--- src/inc/adcs_map.vh ---
`ifndef ADCS_MAP_VH
`define ADCS_MAP_VH
// register byte offsets
`define ADCS_OFF_ENABLE   12'h000
`define ADCS_OFF_RAWINT   12'h004
`define ADCS_OFF_MASK     12'h008
`define ADCS_OFF_ISC      12'h00C
`define ADCS_OFF_OVF      12'h010
`define ADCS_OFF_TRIGSEL  12'h014
`define ADCS_OFF_UNF      12'h018
`define ADCS_OFF_PRIO     12'h020
`define ADCS_OFF_SWINIT   12'h028
`define ADCS_OFF_AVG      12'h030
// per-sequencer block: base + 0x20*n
`define ADCS_OFF_SEQBASE  12'h040
`define ADCS_SEQ_STRIDE   12'h020
`define ADCS_SEQ_MUX      12'h000
`define ADCS_SEQ_CTL      12'h004
`define ADCS_SEQ_FIFO     12'h008
`define ADCS_SEQ_FSTAT    12'h00C
// reset values
`define ADCS_RST_PRIO     32'h00003210
// control nibble fields
`define ADCS_CTL_DIFF     0
`define ADCS_CTL_LAST     1
`define ADCS_CTL_IE       2
`define ADCS_CTL_TEMP     3
// trigger source codes
`define ADCS_TRIG_SW      4'h0
`define ADCS_TRIG_ALWAYS  4'hF
// fifo status field positions
`define ADCS_FS_TAIL      0
`define ADCS_FS_HEAD      4
`define ADCS_FS_EMPTY     8
`define ADCS_FS_FULL      12
// averaging exponent limit (2^6 = 64 samples)
`define ADCS_AVG_MAX      3'h6
// bus responses
`define ADCS_RESP_OKAY    2'h0
`define ADCS_RESP_SLVERR  2'h2
`endif

--- src/hw/adcs_top.v ---
// Operation
// [RULE1] 10-bit results, eight inputs plus temperature
// [RULE2] four sequencers, step lists, own FIFOs
// [RULE3] depths 8,4,4,1 steps and entries
// [RULE4] FIFO word 32 bits, result low
// [RULE5] step has input and control nibbles
// [RULE6] control flags: temp, irq, last, diff
// [RULE7] sequencer runs only while enabled; code checks enable only at grant, a started sequence runs to its end
// [RULE8] raw interrupt after each flagged step
// [RULE9] sequence ends at first last-step flag
// [RULE10] circular FIFO, read pops oldest entry
// [RULE11] status shows head, tail, full, empty
// [RULE12] overflow and underflow flags recorded
// [RULE13] runs on converter clock near 16.667MHz
// [RULE14] raw always shown, output masked
// [RULE15] write one clears interrupt, zero ignored
// [RULE16] pending triggers served highest priority first
// [RULE17] software keeps priorities distinct
// [RULE18] trigger source chosen per sequencer field
// [RULE19] software initiate triggers sw-source sequencer
// [RULE20] software avoids high-priority always trigger
// [RULE21] averaging up to 64, one entry
// [RULE22] averaging off at reset, shared stage
// [RULE23] priority resets to 3210
// [RULE24] single-ended codes 000 to 3FF
// [RULE25] full FIFO drops new result, flags
// [RULE26] empty read harmless, flags underflow
`timescale 1ns/1ps
`include "adcs_map.vh"
module adcs_top (
  // clock, reset, enable (converter clock domain)
  input  wire        clk_i,
  input  wire        rst_n_i,
  input  wire        clk_en_i,
  // axi4-lite write
  input  wire [11:0] s_axi_awaddr,
  input  wire        s_axi_awvalid,
  output reg         s_axi_awready,
  input  wire [31:0] s_axi_wdata,
  input  wire [3:0]  s_axi_wstrb,
  input  wire        s_axi_wvalid,
  output reg         s_axi_wready,
  output reg  [1:0]  s_axi_bresp,
  output reg         s_axi_bvalid,
  input  wire        s_axi_bready,
  // axi4-lite read
  input  wire [11:0] s_axi_araddr,
  input  wire        s_axi_arvalid,
  output reg         s_axi_arready,
  output reg  [31:0] s_axi_rdata,
  output reg  [1:0]  s_axi_rresp,
  output reg         s_axi_rvalid,
  input  wire        s_axi_rready,
  // trigger events from peripherals, one per source code
  input  wire [15:0] trig_events_i,
  // converter core
  output reg         conv_start_o,
  output reg  [3:0]  conv_input_o,
  output reg         conv_diff_o,
  output reg         conv_temp_o,
  input  wire        conv_done_i,
  input  wire [9:0]  conv_data_i,
  // combined interrupt
  output reg         irq_o
);

////////////////////////////////////////////////////////////////////////////////
// reset synchroniser and event input synchroniser

reg        rst_meta_ff;
reg        rst_sync_ff;
reg [15:0] trig_meta_ff;
reg [15:0] trig_sync_ff;
wire       rst_n = rst_sync_ff;

always @(posedge clk_i or negedge rst_n_i) begin
  if (!rst_n_i) begin
    rst_meta_ff <= 1'b0;
    rst_sync_ff <= 1'b0;
  end else begin
    rst_meta_ff <= 1'b1;
    rst_sync_ff <= rst_meta_ff;
  end
end

// peripheral events come from other logic, so they are synchronised first
always @(posedge clk_i or negedge rst_n) begin
  if (!rst_n) begin
    trig_meta_ff <= 16'h0000;
    trig_sync_ff <= 16'h0000;
  end else if (clk_en_i) begin
    trig_meta_ff <= trig_events_i;
    trig_sync_ff <= trig_meta_ff;
  end
end

////////////////////////////////////////////////////////////////////////////////
// helpers

function [3:0] seq_depth;
  input [1:0] s;
  begin
    case (s)
      2'd0:    seq_depth = 4'd8;
      2'd3:    seq_depth = 4'd1;
      default: seq_depth = 4'd4;
    endcase
  end
endfunction

// one flat 32-word result store, 8 slots per sequencer
function [4:0] slot;
  input [1:0] s;
  input [2:0] p;
  begin
    slot = {s, p};
  end
endfunction

function [2:0] ptr_inc;
  input [1:0] s;
  input [2:0] p;
  begin
    ptr_inc = ({1'b0, p} + 4'd1 >= seq_depth(s)) ? 3'd0 : p + 3'd1;
  end
endfunction

////////////////////////////////////////////////////////////////////////////////
// registers

reg [3:0]  enable_ff;
reg [3:0]  rawint_ff;
reg [3:0]  mask_ff;
reg [3:0]  ovf_ff;
reg [3:0]  unf_ff;
reg [15:0] trigsel_ff;
reg [15:0] prio_ff;
reg [2:0]  avg_ff;
reg [31:0] mux_ff [0:3];
reg [31:0] ctl_ff [0:3];
reg [9:0]  fifo_mem [0:31];
reg [2:0]  head_ff [0:3];
reg [2:0]  tail_ff [0:3];
reg [3:0]  count_ff [0:3];
reg [3:0]  pend_ff;

// sequencing state
localparam ST_IDLE = 2'd0;
localparam ST_CONV = 2'd1;
localparam ST_WAIT = 2'd2;
reg [1:0]  state_ff;
reg [1:0]  cur_ff;
reg [2:0]  step_ff;
reg [6:0]  avg_cnt_ff;
reg [15:0] acc_ff;

// axi latches
reg        aw_ok_ff;
reg        w_ok_ff;
reg [11:0] awaddr_ff;
reg [31:0] wdata_ff;
reg [3:0]  wstrb_ff;

////////////////////////////////////////////////////////////////////////////////
// decode

function [2:0] seq_reg;   // {valid, which word}
  input [11:0] a;
  reg   [11:0] r;
  begin
    r = a - `ADCS_OFF_SEQBASE;
    seq_reg = (a >= `ADCS_OFF_SEQBASE && a < `ADCS_OFF_SEQBASE + 4 * `ADCS_SEQ_STRIDE && r[4] == 1'b0)
              ? {1'b1, r[3:2]} : 3'b000;
  end
endfunction

wire [11:0] wrel = awaddr_ff - `ADCS_OFF_SEQBASE;
wire [11:0] rrel = s_axi_araddr - `ADCS_OFF_SEQBASE;
wire [2:0]  wsr  = seq_reg(awaddr_ff);
wire [2:0]  rsr  = seq_reg(s_axi_araddr);
wire [1:0]  wsq  = wrel[6:5];
wire [1:0]  rsq  = rrel[6:5];
wire        do_wr = aw_ok_ff && w_ok_ff && !s_axi_bvalid;
wire        do_rd = s_axi_arvalid && s_axi_arready;
wire        rd_pop = do_rd && rsr[2] && rsr[1:0] == 2'd2;

function [31:0] merge;
  input [31:0] o;
  input [31:0] d;
  input [3:0]  st;
  integer      i;
  begin
    merge = o;
    for (i = 0; i < 4; i = i + 1)
      if (st[i])
        merge[i*8 +: 8] = d[i*8 +: 8];
  end
endfunction

wire [31:0] wd = merge(32'h00000000, wdata_ff, wstrb_ff);
wire        wr_top = do_wr && !wsr[2];
wire [31:0] enable_wr = merge({28'h0000000, enable_ff}, wdata_ff, wstrb_ff);
wire [31:0] trig_wr   = merge({16'h0000, trigsel_ff}, wdata_ff, wstrb_ff);
wire [31:0] prio_wr   = merge({16'h0000, prio_ff}, wdata_ff, wstrb_ff);
localparam [31:0] PRIO_RST = `ADCS_RST_PRIO;

////////////////////////////////////////////////////////////////////////////////
// trigger arbitration

reg [3:0] trig_hit;
reg       grant_v;
reg [1:0] grant;
reg [1:0] best_p;
integer   k;
always @* begin
  trig_hit = 4'h0;
  grant_v  = 1'b0;
  grant    = 2'd0;
  best_p   = 2'd3;
  for (k = 0; k < 4; k = k + 1) begin
    // see [RULE18]
    if (trigsel_ff[k*4 +: 4] == `ADCS_TRIG_ALWAYS)
      trig_hit[k] = 1'b1;
    else if (trigsel_ff[k*4 +: 4] != `ADCS_TRIG_SW)
      trig_hit[k] = trig_sync_ff[trigsel_ff[k*4 +: 4]];
  end
  for (k = 0; k < 4; k = k + 1) begin
    // see [RULE7] [RULE16]
    if (enable_ff[k] && (pend_ff[k] || trig_hit[k]) && (!grant_v || prio_ff[k*4 +: 2] < best_p)) begin
      grant_v = 1'b1;
      grant   = k[1:0];
      best_p  = prio_ff[k*4 +: 2];
    end
  end
end

wire [3:0] step_ctl = ctl_ff[cur_ff][step_ff*4 +: 4];              // see [RULE5] [RULE6]
wire [3:0] step_mux = mux_ff[cur_ff][step_ff*4 +: 4];
wire [6:0] avg_n    = 7'd1 << avg_ff;                              // see [RULE21] [RULE22]
wire [15:0] acc_sum = acc_ff + {6'h00, conv_data_i};
wire [9:0] avg_res  = acc_sum[avg_ff +: 10];
wire       result_v = state_ff == ST_WAIT && conv_done_i && (avg_cnt_ff + 7'd1 == avg_n);
wire [3:0] step_lim = seq_depth(cur_ff);
wire       seq_end  = step_ctl[`ADCS_CTL_LAST] || ({1'b0, step_ff} + 4'd1 >= step_lim); // see [RULE9] [RULE3]
wire       fifo_full = count_ff[cur_ff] == step_lim;

// a pop on one fifo and a push on another can fall in the same cycle
reg [3:0] pop_hit;
reg [3:0] push_hit;
always @* begin
  pop_hit  = 4'h0;
  push_hit = 4'h0;
  if (rd_pop && count_ff[rsq] != 4'd0)
    pop_hit[rsq] = 1'b1;
  if (result_v && !fifo_full)
    push_hit[cur_ff] = 1'b1;
end

////////////////////////////////////////////////////////////////////////////////
// main state

integer j;
always @(posedge clk_i or negedge rst_n) begin
  if (!rst_n) begin
    enable_ff     <= 4'h0;
    rawint_ff     <= 4'h0;
    mask_ff       <= 4'h0;
    ovf_ff        <= 4'h0;
    unf_ff        <= 4'h0;
    trigsel_ff    <= 16'h0000;
    prio_ff       <= PRIO_RST[15:0];                               // see [RULE23]
    avg_ff        <= 3'h0;
    pend_ff       <= 4'h0;
    state_ff      <= ST_IDLE;
    cur_ff        <= 2'd0;
    step_ff       <= 3'd0;
    avg_cnt_ff    <= 7'd0;
    acc_ff        <= 16'h0000;
    aw_ok_ff      <= 1'b0;
    w_ok_ff       <= 1'b0;
    awaddr_ff     <= 12'h000;
    wdata_ff      <= 32'h00000000;
    wstrb_ff      <= 4'h0;
    s_axi_awready <= 1'b0;
    s_axi_wready  <= 1'b0;
    s_axi_bvalid  <= 1'b0;
    s_axi_bresp   <= `ADCS_RESP_OKAY;
    s_axi_arready <= 1'b0;
    s_axi_rvalid  <= 1'b0;
    s_axi_rresp   <= `ADCS_RESP_OKAY;
    s_axi_rdata   <= 32'h00000000;
    conv_start_o  <= 1'b0;
    conv_input_o  <= 4'h0;
    conv_diff_o   <= 1'b0;
    conv_temp_o   <= 1'b0;
    irq_o         <= 1'b0;
    for (j = 0; j < 4; j = j + 1) begin
      mux_ff[j]   <= 32'h00000000;
      ctl_ff[j]   <= 32'h00000000;
      head_ff[j]  <= 3'd0;
      tail_ff[j]  <= 3'd0;
      count_ff[j] <= 4'd0;
    end
  end else if (clk_en_i) begin
    // write channel: address and data taken in either order
    s_axi_awready <= !aw_ok_ff && !s_axi_awready;
    s_axi_wready  <= !w_ok_ff && !s_axi_wready;
    if (s_axi_awvalid && s_axi_awready) begin
      aw_ok_ff  <= 1'b1;
      awaddr_ff <= s_axi_awaddr;
      s_axi_awready <= 1'b0;
    end
    if (s_axi_wvalid && s_axi_wready) begin
      w_ok_ff  <= 1'b1;
      wdata_ff <= s_axi_wdata;
      wstrb_ff <= s_axi_wstrb;
      s_axi_wready <= 1'b0;
    end
    if (do_wr) begin
      aw_ok_ff     <= 1'b0;
      w_ok_ff      <= 1'b0;
      s_axi_bvalid <= 1'b1;
      s_axi_bresp  <= `ADCS_RESP_OKAY;
      if (wsr[2]) begin
        if (wsr[1:0] == 2'd0)
          mux_ff[wsq] <= merge(mux_ff[wsq], wdata_ff, wstrb_ff);
        else if (wsr[1:0] == 2'd1)
          ctl_ff[wsq] <= merge(ctl_ff[wsq], wdata_ff, wstrb_ff);
      end else begin
        case (awaddr_ff)
          `ADCS_OFF_ENABLE:  enable_ff  <= enable_wr[3:0];
          `ADCS_OFF_MASK:    mask_ff    <= wstrb_ff[0] ? wdata_ff[3:0] : mask_ff;
          `ADCS_OFF_TRIGSEL: trigsel_ff <= trig_wr[15:0];
          `ADCS_OFF_PRIO:    prio_ff    <= prio_wr[15:0];
          `ADCS_OFF_AVG:     avg_ff     <= wstrb_ff[0] ? ((wdata_ff[2:0] > `ADCS_AVG_MAX) ? `ADCS_AVG_MAX
                                                          : wdata_ff[2:0]) : avg_ff;
          `ADCS_OFF_ISC, `ADCS_OFF_OVF, `ADCS_OFF_UNF, `ADCS_OFF_SWINIT: ;
          default:           s_axi_bresp <= `ADCS_RESP_SLVERR;
        endcase
      end
    end
    if (s_axi_bvalid && s_axi_bready)
      s_axi_bvalid <= 1'b0;

    // read channel
    s_axi_arready <= !s_axi_rvalid && !s_axi_arready;
    if (do_rd) begin
      s_axi_arready <= 1'b0;
      s_axi_rvalid  <= 1'b1;
      s_axi_rresp   <= `ADCS_RESP_OKAY;
      s_axi_rdata   <= 32'h00000000;
      if (rsr[2]) begin
        case (rsr[1:0])
          2'd0: s_axi_rdata <= mux_ff[rsq];
          2'd1: s_axi_rdata <= ctl_ff[rsq];
          2'd2: s_axi_rdata <= {22'h000000, fifo_mem[slot(rsq, tail_ff[rsq])]}; // see [RULE4] [RULE10] [RULE26]
          default: begin
            s_axi_rdata[`ADCS_FS_TAIL +: 3] <= tail_ff[rsq];                   // see [RULE11]
            s_axi_rdata[`ADCS_FS_HEAD +: 3] <= head_ff[rsq];
            s_axi_rdata[`ADCS_FS_EMPTY]     <= count_ff[rsq] == 4'd0;
            s_axi_rdata[`ADCS_FS_FULL]      <= count_ff[rsq] == seq_depth(rsq);
          end
        endcase
      end else begin
        case (s_axi_araddr)
          `ADCS_OFF_ENABLE:  s_axi_rdata[3:0]  <= enable_ff;
          `ADCS_OFF_RAWINT:  s_axi_rdata[3:0]  <= rawint_ff;               // see [RULE14]
          `ADCS_OFF_MASK:    s_axi_rdata[3:0]  <= mask_ff;
          `ADCS_OFF_ISC:     s_axi_rdata[3:0]  <= rawint_ff & mask_ff;
          `ADCS_OFF_OVF:     s_axi_rdata[3:0]  <= ovf_ff;
          `ADCS_OFF_UNF:     s_axi_rdata[3:0]  <= unf_ff;
          `ADCS_OFF_TRIGSEL: s_axi_rdata[15:0] <= trigsel_ff;
          `ADCS_OFF_PRIO:    s_axi_rdata[15:0] <= prio_ff;
          `ADCS_OFF_AVG:     s_axi_rdata[2:0]  <= avg_ff;
          `ADCS_OFF_SWINIT: ;
          default:           s_axi_rresp <= `ADCS_RESP_SLVERR;
        endcase
      end
    end
    if (s_axi_rvalid && s_axi_rready)
      s_axi_rvalid <= 1'b0;

    // pending software triggers; a grant clears, a fresh initiate wins
    for (j = 0; j < 4; j = j + 1) begin
      if (state_ff == ST_IDLE && grant_v && grant == j[1:0])
        pend_ff[j] <= 1'b0;
      if (wr_top && awaddr_ff == `ADCS_OFF_SWINIT && wd[j] && trigsel_ff[j*4 +: 4] == `ADCS_TRIG_SW)
        pend_ff[j] <= 1'b1;                                        // see [RULE19]
    end

    // sticky flags: hardware set wins over a write-one clear
    for (j = 0; j < 4; j = j + 1) begin
      if (wr_top && awaddr_ff == `ADCS_OFF_ISC && wd[j])
        rawint_ff[j] <= 1'b0;                                      // see [RULE15]
      if (wr_top && awaddr_ff == `ADCS_OFF_OVF && wd[j])
        ovf_ff[j] <= 1'b0;
      if (wr_top && awaddr_ff == `ADCS_OFF_UNF && wd[j])
        unf_ff[j] <= 1'b0;
      if (rd_pop && rsq == j[1:0] && count_ff[j] == 4'd0)
        unf_ff[j] <= 1'b1;                                         // see [RULE12] [RULE26]
    end

    // fifo pop by software; push from sequencer below
    if (pop_hit[rsq])
      tail_ff[rsq] <= ptr_inc(rsq, tail_ff[rsq]);
    for (j = 0; j < 4; j = j + 1) begin
      if (pop_hit[j] && !push_hit[j])
        count_ff[j] <= count_ff[j] - 4'd1;
      else if (push_hit[j] && !pop_hit[j])
        count_ff[j] <= count_ff[j] + 4'd1;
    end

    // sequencer engine; the converter is shared, one step at a time
    conv_start_o <= 1'b0;
    case (state_ff)
      ST_IDLE: begin
        if (grant_v) begin
          cur_ff     <= grant;
          step_ff    <= 3'd0;
          avg_cnt_ff <= 7'd0;
          acc_ff     <= 16'h0000;
          state_ff   <= ST_CONV;
        end
      end
      ST_CONV: begin
        conv_start_o <= 1'b1;
        conv_input_o <= step_mux;                                  // see [RULE1]
        conv_diff_o  <= step_ctl[`ADCS_CTL_DIFF];
        conv_temp_o  <= step_ctl[`ADCS_CTL_TEMP];
        state_ff     <= ST_WAIT;
      end
      ST_WAIT: begin
        if (conv_done_i) begin
          if (!result_v) begin
            acc_ff     <= acc_sum;
            avg_cnt_ff <= avg_cnt_ff + 7'd1;
            state_ff   <= ST_CONV;
          end else begin
            acc_ff     <= 16'h0000;
            avg_cnt_ff <= 7'd0;
            if (fifo_full) begin
              ovf_ff[cur_ff] <= 1'b1;                               // see [RULE12] [RULE25]
            end else begin
              fifo_mem[slot(cur_ff, head_ff[cur_ff])] <= avg_res;    // see [RULE2] [RULE24]
              head_ff[cur_ff] <= ptr_inc(cur_ff, head_ff[cur_ff]);
            end
            if (step_ctl[`ADCS_CTL_IE])
              rawint_ff[cur_ff] <= 1'b1;                           // see [RULE8]
            step_ff  <= step_ff + 3'd1;
            state_ff <= seq_end ? ST_IDLE : ST_CONV;               // see [RULE9]
          end
        end
      end
      default: state_ff <= ST_IDLE;
    endcase

    irq_o <= |(rawint_ff & mask_ff);                               // see [RULE14]
  end
end

// note: whole design is clocked by the converter clock     see [RULE13]
endmodule

--- config.mk ---
export PLATFORM = sky130hd
export DESIGN_NAME = adcs_top
export DESIGN_NICKNAME = d
export VERILOG_FILES = /design/src/hw/adcs_top.v
export VERILOG_INCLUDE_DIRS = /design/src /design/src/inc
export SDC_FILE = /design/constraint.sdc
export NUM_CORES = 2
export LEC_CHECK = 0
export CORE_UTILIZATION = 40
export CTS_CLUSTER_SIZE = 40
export DETAILED_ROUTE_END_ITERATION = 16
export DONT_BUFFER_PORTS = 1
export HOLD_SLACK_MARGIN = 0.12
export PLACE_DENSITY = 0.66
export SKIP_LAST_GASP = 1
export SLEW_MARGIN = 20
export SYNTH_ARGS = -nofsm -noshare
export SYNTH_HDL_FRONTEND = slang
export SYNTH_SLANG_ARGS = --single-unit
--- constraint.sdc ---
create_clock -name clk_i -period 15.55 [get_ports clk_i]
set_clock_uncertainty 0.1 [all_clocks]
set_input_delay 4.665 -clock clk_i [delete_from_list [all_inputs] [get_ports clk_i]]
set_output_delay 4.665 -clock clk_i [all_outputs]
set_load 0.05 [all_outputs]
==> impl_results.md <==
- Worst Setup Path Type: input port to register
- Static Leak: 17.01 nW
- Post-synthesis compound-gate area fraction: 0.08614
- Post-Syn Area per Cell: 13.45 um^2
- Crit path max fanout: 105
- HP Class: register to register
- Register bit total from synthesis: 834
- Switch share: 0.3187
- Sequential power share: 0.476
- Final setup violation count: 0
- Reg-to-reg endpoint: pend_ff[1]
- Post-synthesis mux area share: 0.2465
- Min-delay src: rst_meta_ff
- Synth area leader: dfrtp_1
- Post-Synth Adder-Cell Area: 0.01744
- Max-slew headroom: 0.2418
- Cts hold-fix bufs: 0
- Number of enable flip-flop cells after synthesis: 320
- Fin. Hold Viols: 0
- Worst hold margin: 245.4 ps
- Synth warn: 0
- Int Power: 0.004144 W
- Vias per cell: 5.993
- P&R area growth vs syn: 10.10%
- GRT Total Usage: 0.2065
- DR WL/cell: 24.31 um
- Pwr/cell area: 133.2 nW/um^2
- Least-Margin Pin Slew: 1137 ps
- Grt total ovfl: 0
- Xor-xnor portion of the synthesized cell area: 0.008871
- Mapped Area: 41,470 um^2
- Vias in the first global route: 26.08k
- Share of cells above drive strength 1: 0.2253
- Synth unique cells: 77
- Hold Path Depth: 0
- Net Switching: 0.001939 W
- Initial DRC Count: 2,416
- Root buf cell: clkbuf_16
- CP required: 15,990 ps
- Drt total wl: 107,900 um
- Dpl hpwl: 70,220 um
- Drt first pass iters: 6
- Worst-Skew Late Latency: 680 ps
- Clock power frac: 0.339
- CTS resizes: 0
- Diodes inserted: 0
- Die width: 324.0 um
- Main synth FF type: dfrtp_1
- Die area: 105,000 um^2
- Synth top area cells: dfrtp_1, edfxtp_1, mux4_2
- Total CTS buffers: 85
- Tmin final: 8034 ps
- Post-Syn Instances: 3,082
- CTS tree: yes
- Seq/Total Area, Yosys: 0.5420
- Vias: 26.60k
- Antenna violations before repair: 1
- Hold path endpoint: rst_n
- Tcrit/Tclk final: 0.5167
- Largest family of logic cells by synthesized area: multiplexers
- Crit path DAT: 8470 ps
- Worst r2r path cells: 15
- Fmax: 124.5 MHz
- Core Area: 102,300 um^2
- PortBufs: 0
- Post-Synth Simple-Gate Area: 0.07501
- Register-to-register path setup slack: 10,680 ps
- VDD IR max: 0.00009661 V
- I/O pin count: 144
- Max-Cap Viols: 0
- DR DRC count: 0
- Initial Util: 0.4052
- Setup TNS: 0 ps
- Slew Limit Fails: 0
- Post CTS Setup Buffer Count: 0
- DRT antenna net count: 0
- Worst Setup End Kind: register
- Gpl congestion: 0.9182
- RSZ-0062 raised after global routing: no
- First-pass GRT wire length: 165,100 um
- Std cell rows: 117
- Status: finished, final reports clean
- H-tree Lvls: 3
- CP Launch Type: input port
- Comb pwr share: 0.185
- Clock sinks: 834
- Fraction of registers with async set/reset: 0.6163
- RR Startpoint: trigsel_ff[0]
- Post-synth top cells: dfrtp_1, nand2_1, o21ai_0
- Largest net degree at the start of global routing: 106
- Clock slew at reported path FFs: 60 ps
- Final #Nets: 3,153
- Area fraction of the dominant cell type after synthesis: 0.3078
- Die Ht: 324.0 um
- Top-count cell post-synth: dfrtp_1
- Max Root-Sink Buffers: 3
## critical path, stage by stage
cell and delay, ps:
mux4_4 960, buf_4 640, mux4_2 610, mux4_2 470, a22oi_1 400, a21oi_1 120
a211oi_1 250, nor2_1 70
## state kept, by name, summed over array words and instances, names as in the netlist, 7 cells and up
signal,cells
acc_ff,16
avg_cnt_ff,7
awaddr_ff,12
count_ff,16
ctl_ff,128
fifo_mem,320
head_ff,12
mux_ff,128
prio_ff,16
s_axi_rdata,32
tail_ff,12
trig_meta_ff,15
trig_sync_ff,15
trigsel_ff,16
wdata_ff,32
## cell usage in the layout, fill, tap and decap left out, types with 20 or more instances in the layout
master / instances
a22oi_1: 38
mux4_2: 333
xnor2_1: 23
ha_1: 49
a22o_1: 22
a21oi_1: 55
clkbuf_16: 85
edfxtp_1: 320
mux2_2: 137
nor2_1: 118
mux2i_1: 98
inv_1: 43
nand2_1: 394
o21ai_0: 359
clkbuf_1: 26
nor3_1: 24
nand2b_1: 20
nand3_1: 29
buf_4: 46
dfrtp_1: 504
## area by class of cell
type / instances / area, um^2
clock inverter: 31 / 426.7
fill: 8979 / 56670
inverter: 44 / 165.2
sequential: 834 / 22500
timing repair buffer: 46 / 345.3
clock buffer: 123 / 2390
multi-input combinational: 1993 / 18120
tap: 1368 / 1712
## per-stage QoR
stage          total power, W  setup WS, ps  utilization  cell area (um^2)  std cells
2_1_floorplan        0.003623          6470            -             41470       3083
3_3_place_gp         0.004026          7165       0.4184             42820       4285
3_5_place_dp         0.004048          7166       0.4186             42830       4285
4_1_cts              0.006112          7851       0.4461             45650       4439
5_1_grt              0.006318          7424       0.4462             45660       4439
6_report             0.006083          7516       0.4462             45660       4439
## power groups by stage
stage | combinational, W | clock (W) | sequential, W
detailed placement | 0.00112 | 0 | 0.00293
finish | 0.00112 | 0.00206 | 0.00290
global placement | 0.00109 | 0 | 0.00293
global route | 0.00122 | 0.00218 | 0.00291
CTS | 0.00112 | 0.00210 | 0.00289
floorplan | 0.000862 | 0 | 0.00276
## how the worst max path moves through the flow
stage	cells after the start	end	from
3_3_place_gp	8	s_axi_rdata[1]	s_axi_araddr[5]
5_1_grt	8	s_axi_rdata[2]	s_axi_araddr[5]
6_report	8	s_axi_rdata[2]	s_axi_araddr[5]
2_1_floorplan	2	fifo_mem[16][0]	rst_n
3_5_place_dp	8	s_axi_rdata[2]	s_axi_araddr[5]
4_1_cts	8	s_axi_rdata[2]	s_axi_araddr[5]
## per-layer routing
| layer | GRT usage | vias up | wire, um |
|---|---|---|---|
| li1 | - | 11612 | - |
| met4 | 0.06960 | 0 | 3500 |
| met2 | 0.3276 | 1110 | 51130 |
| met5 | 0 | - | 0 |
| met3 | 0.03690 | 176 | 8452 |
| met1 | 0.2865 | 13705 | 44850 |
## logic make-up after synthesis
| group | count (synthesis) |
|---|---|
| other | 2 |
| adder cells (fa/ha/maj) | 55 |
| flip-flops | 834 |
| AND/OR/NAND/NOR | 707 |
| buffers and inverters | 256 |
| XOR/XNOR | 42 |
| AO/OA/AOI/OAI | 602 |
| multiplexers | 584 |
No activity file was read; power rests on OpenSTA's default activity.
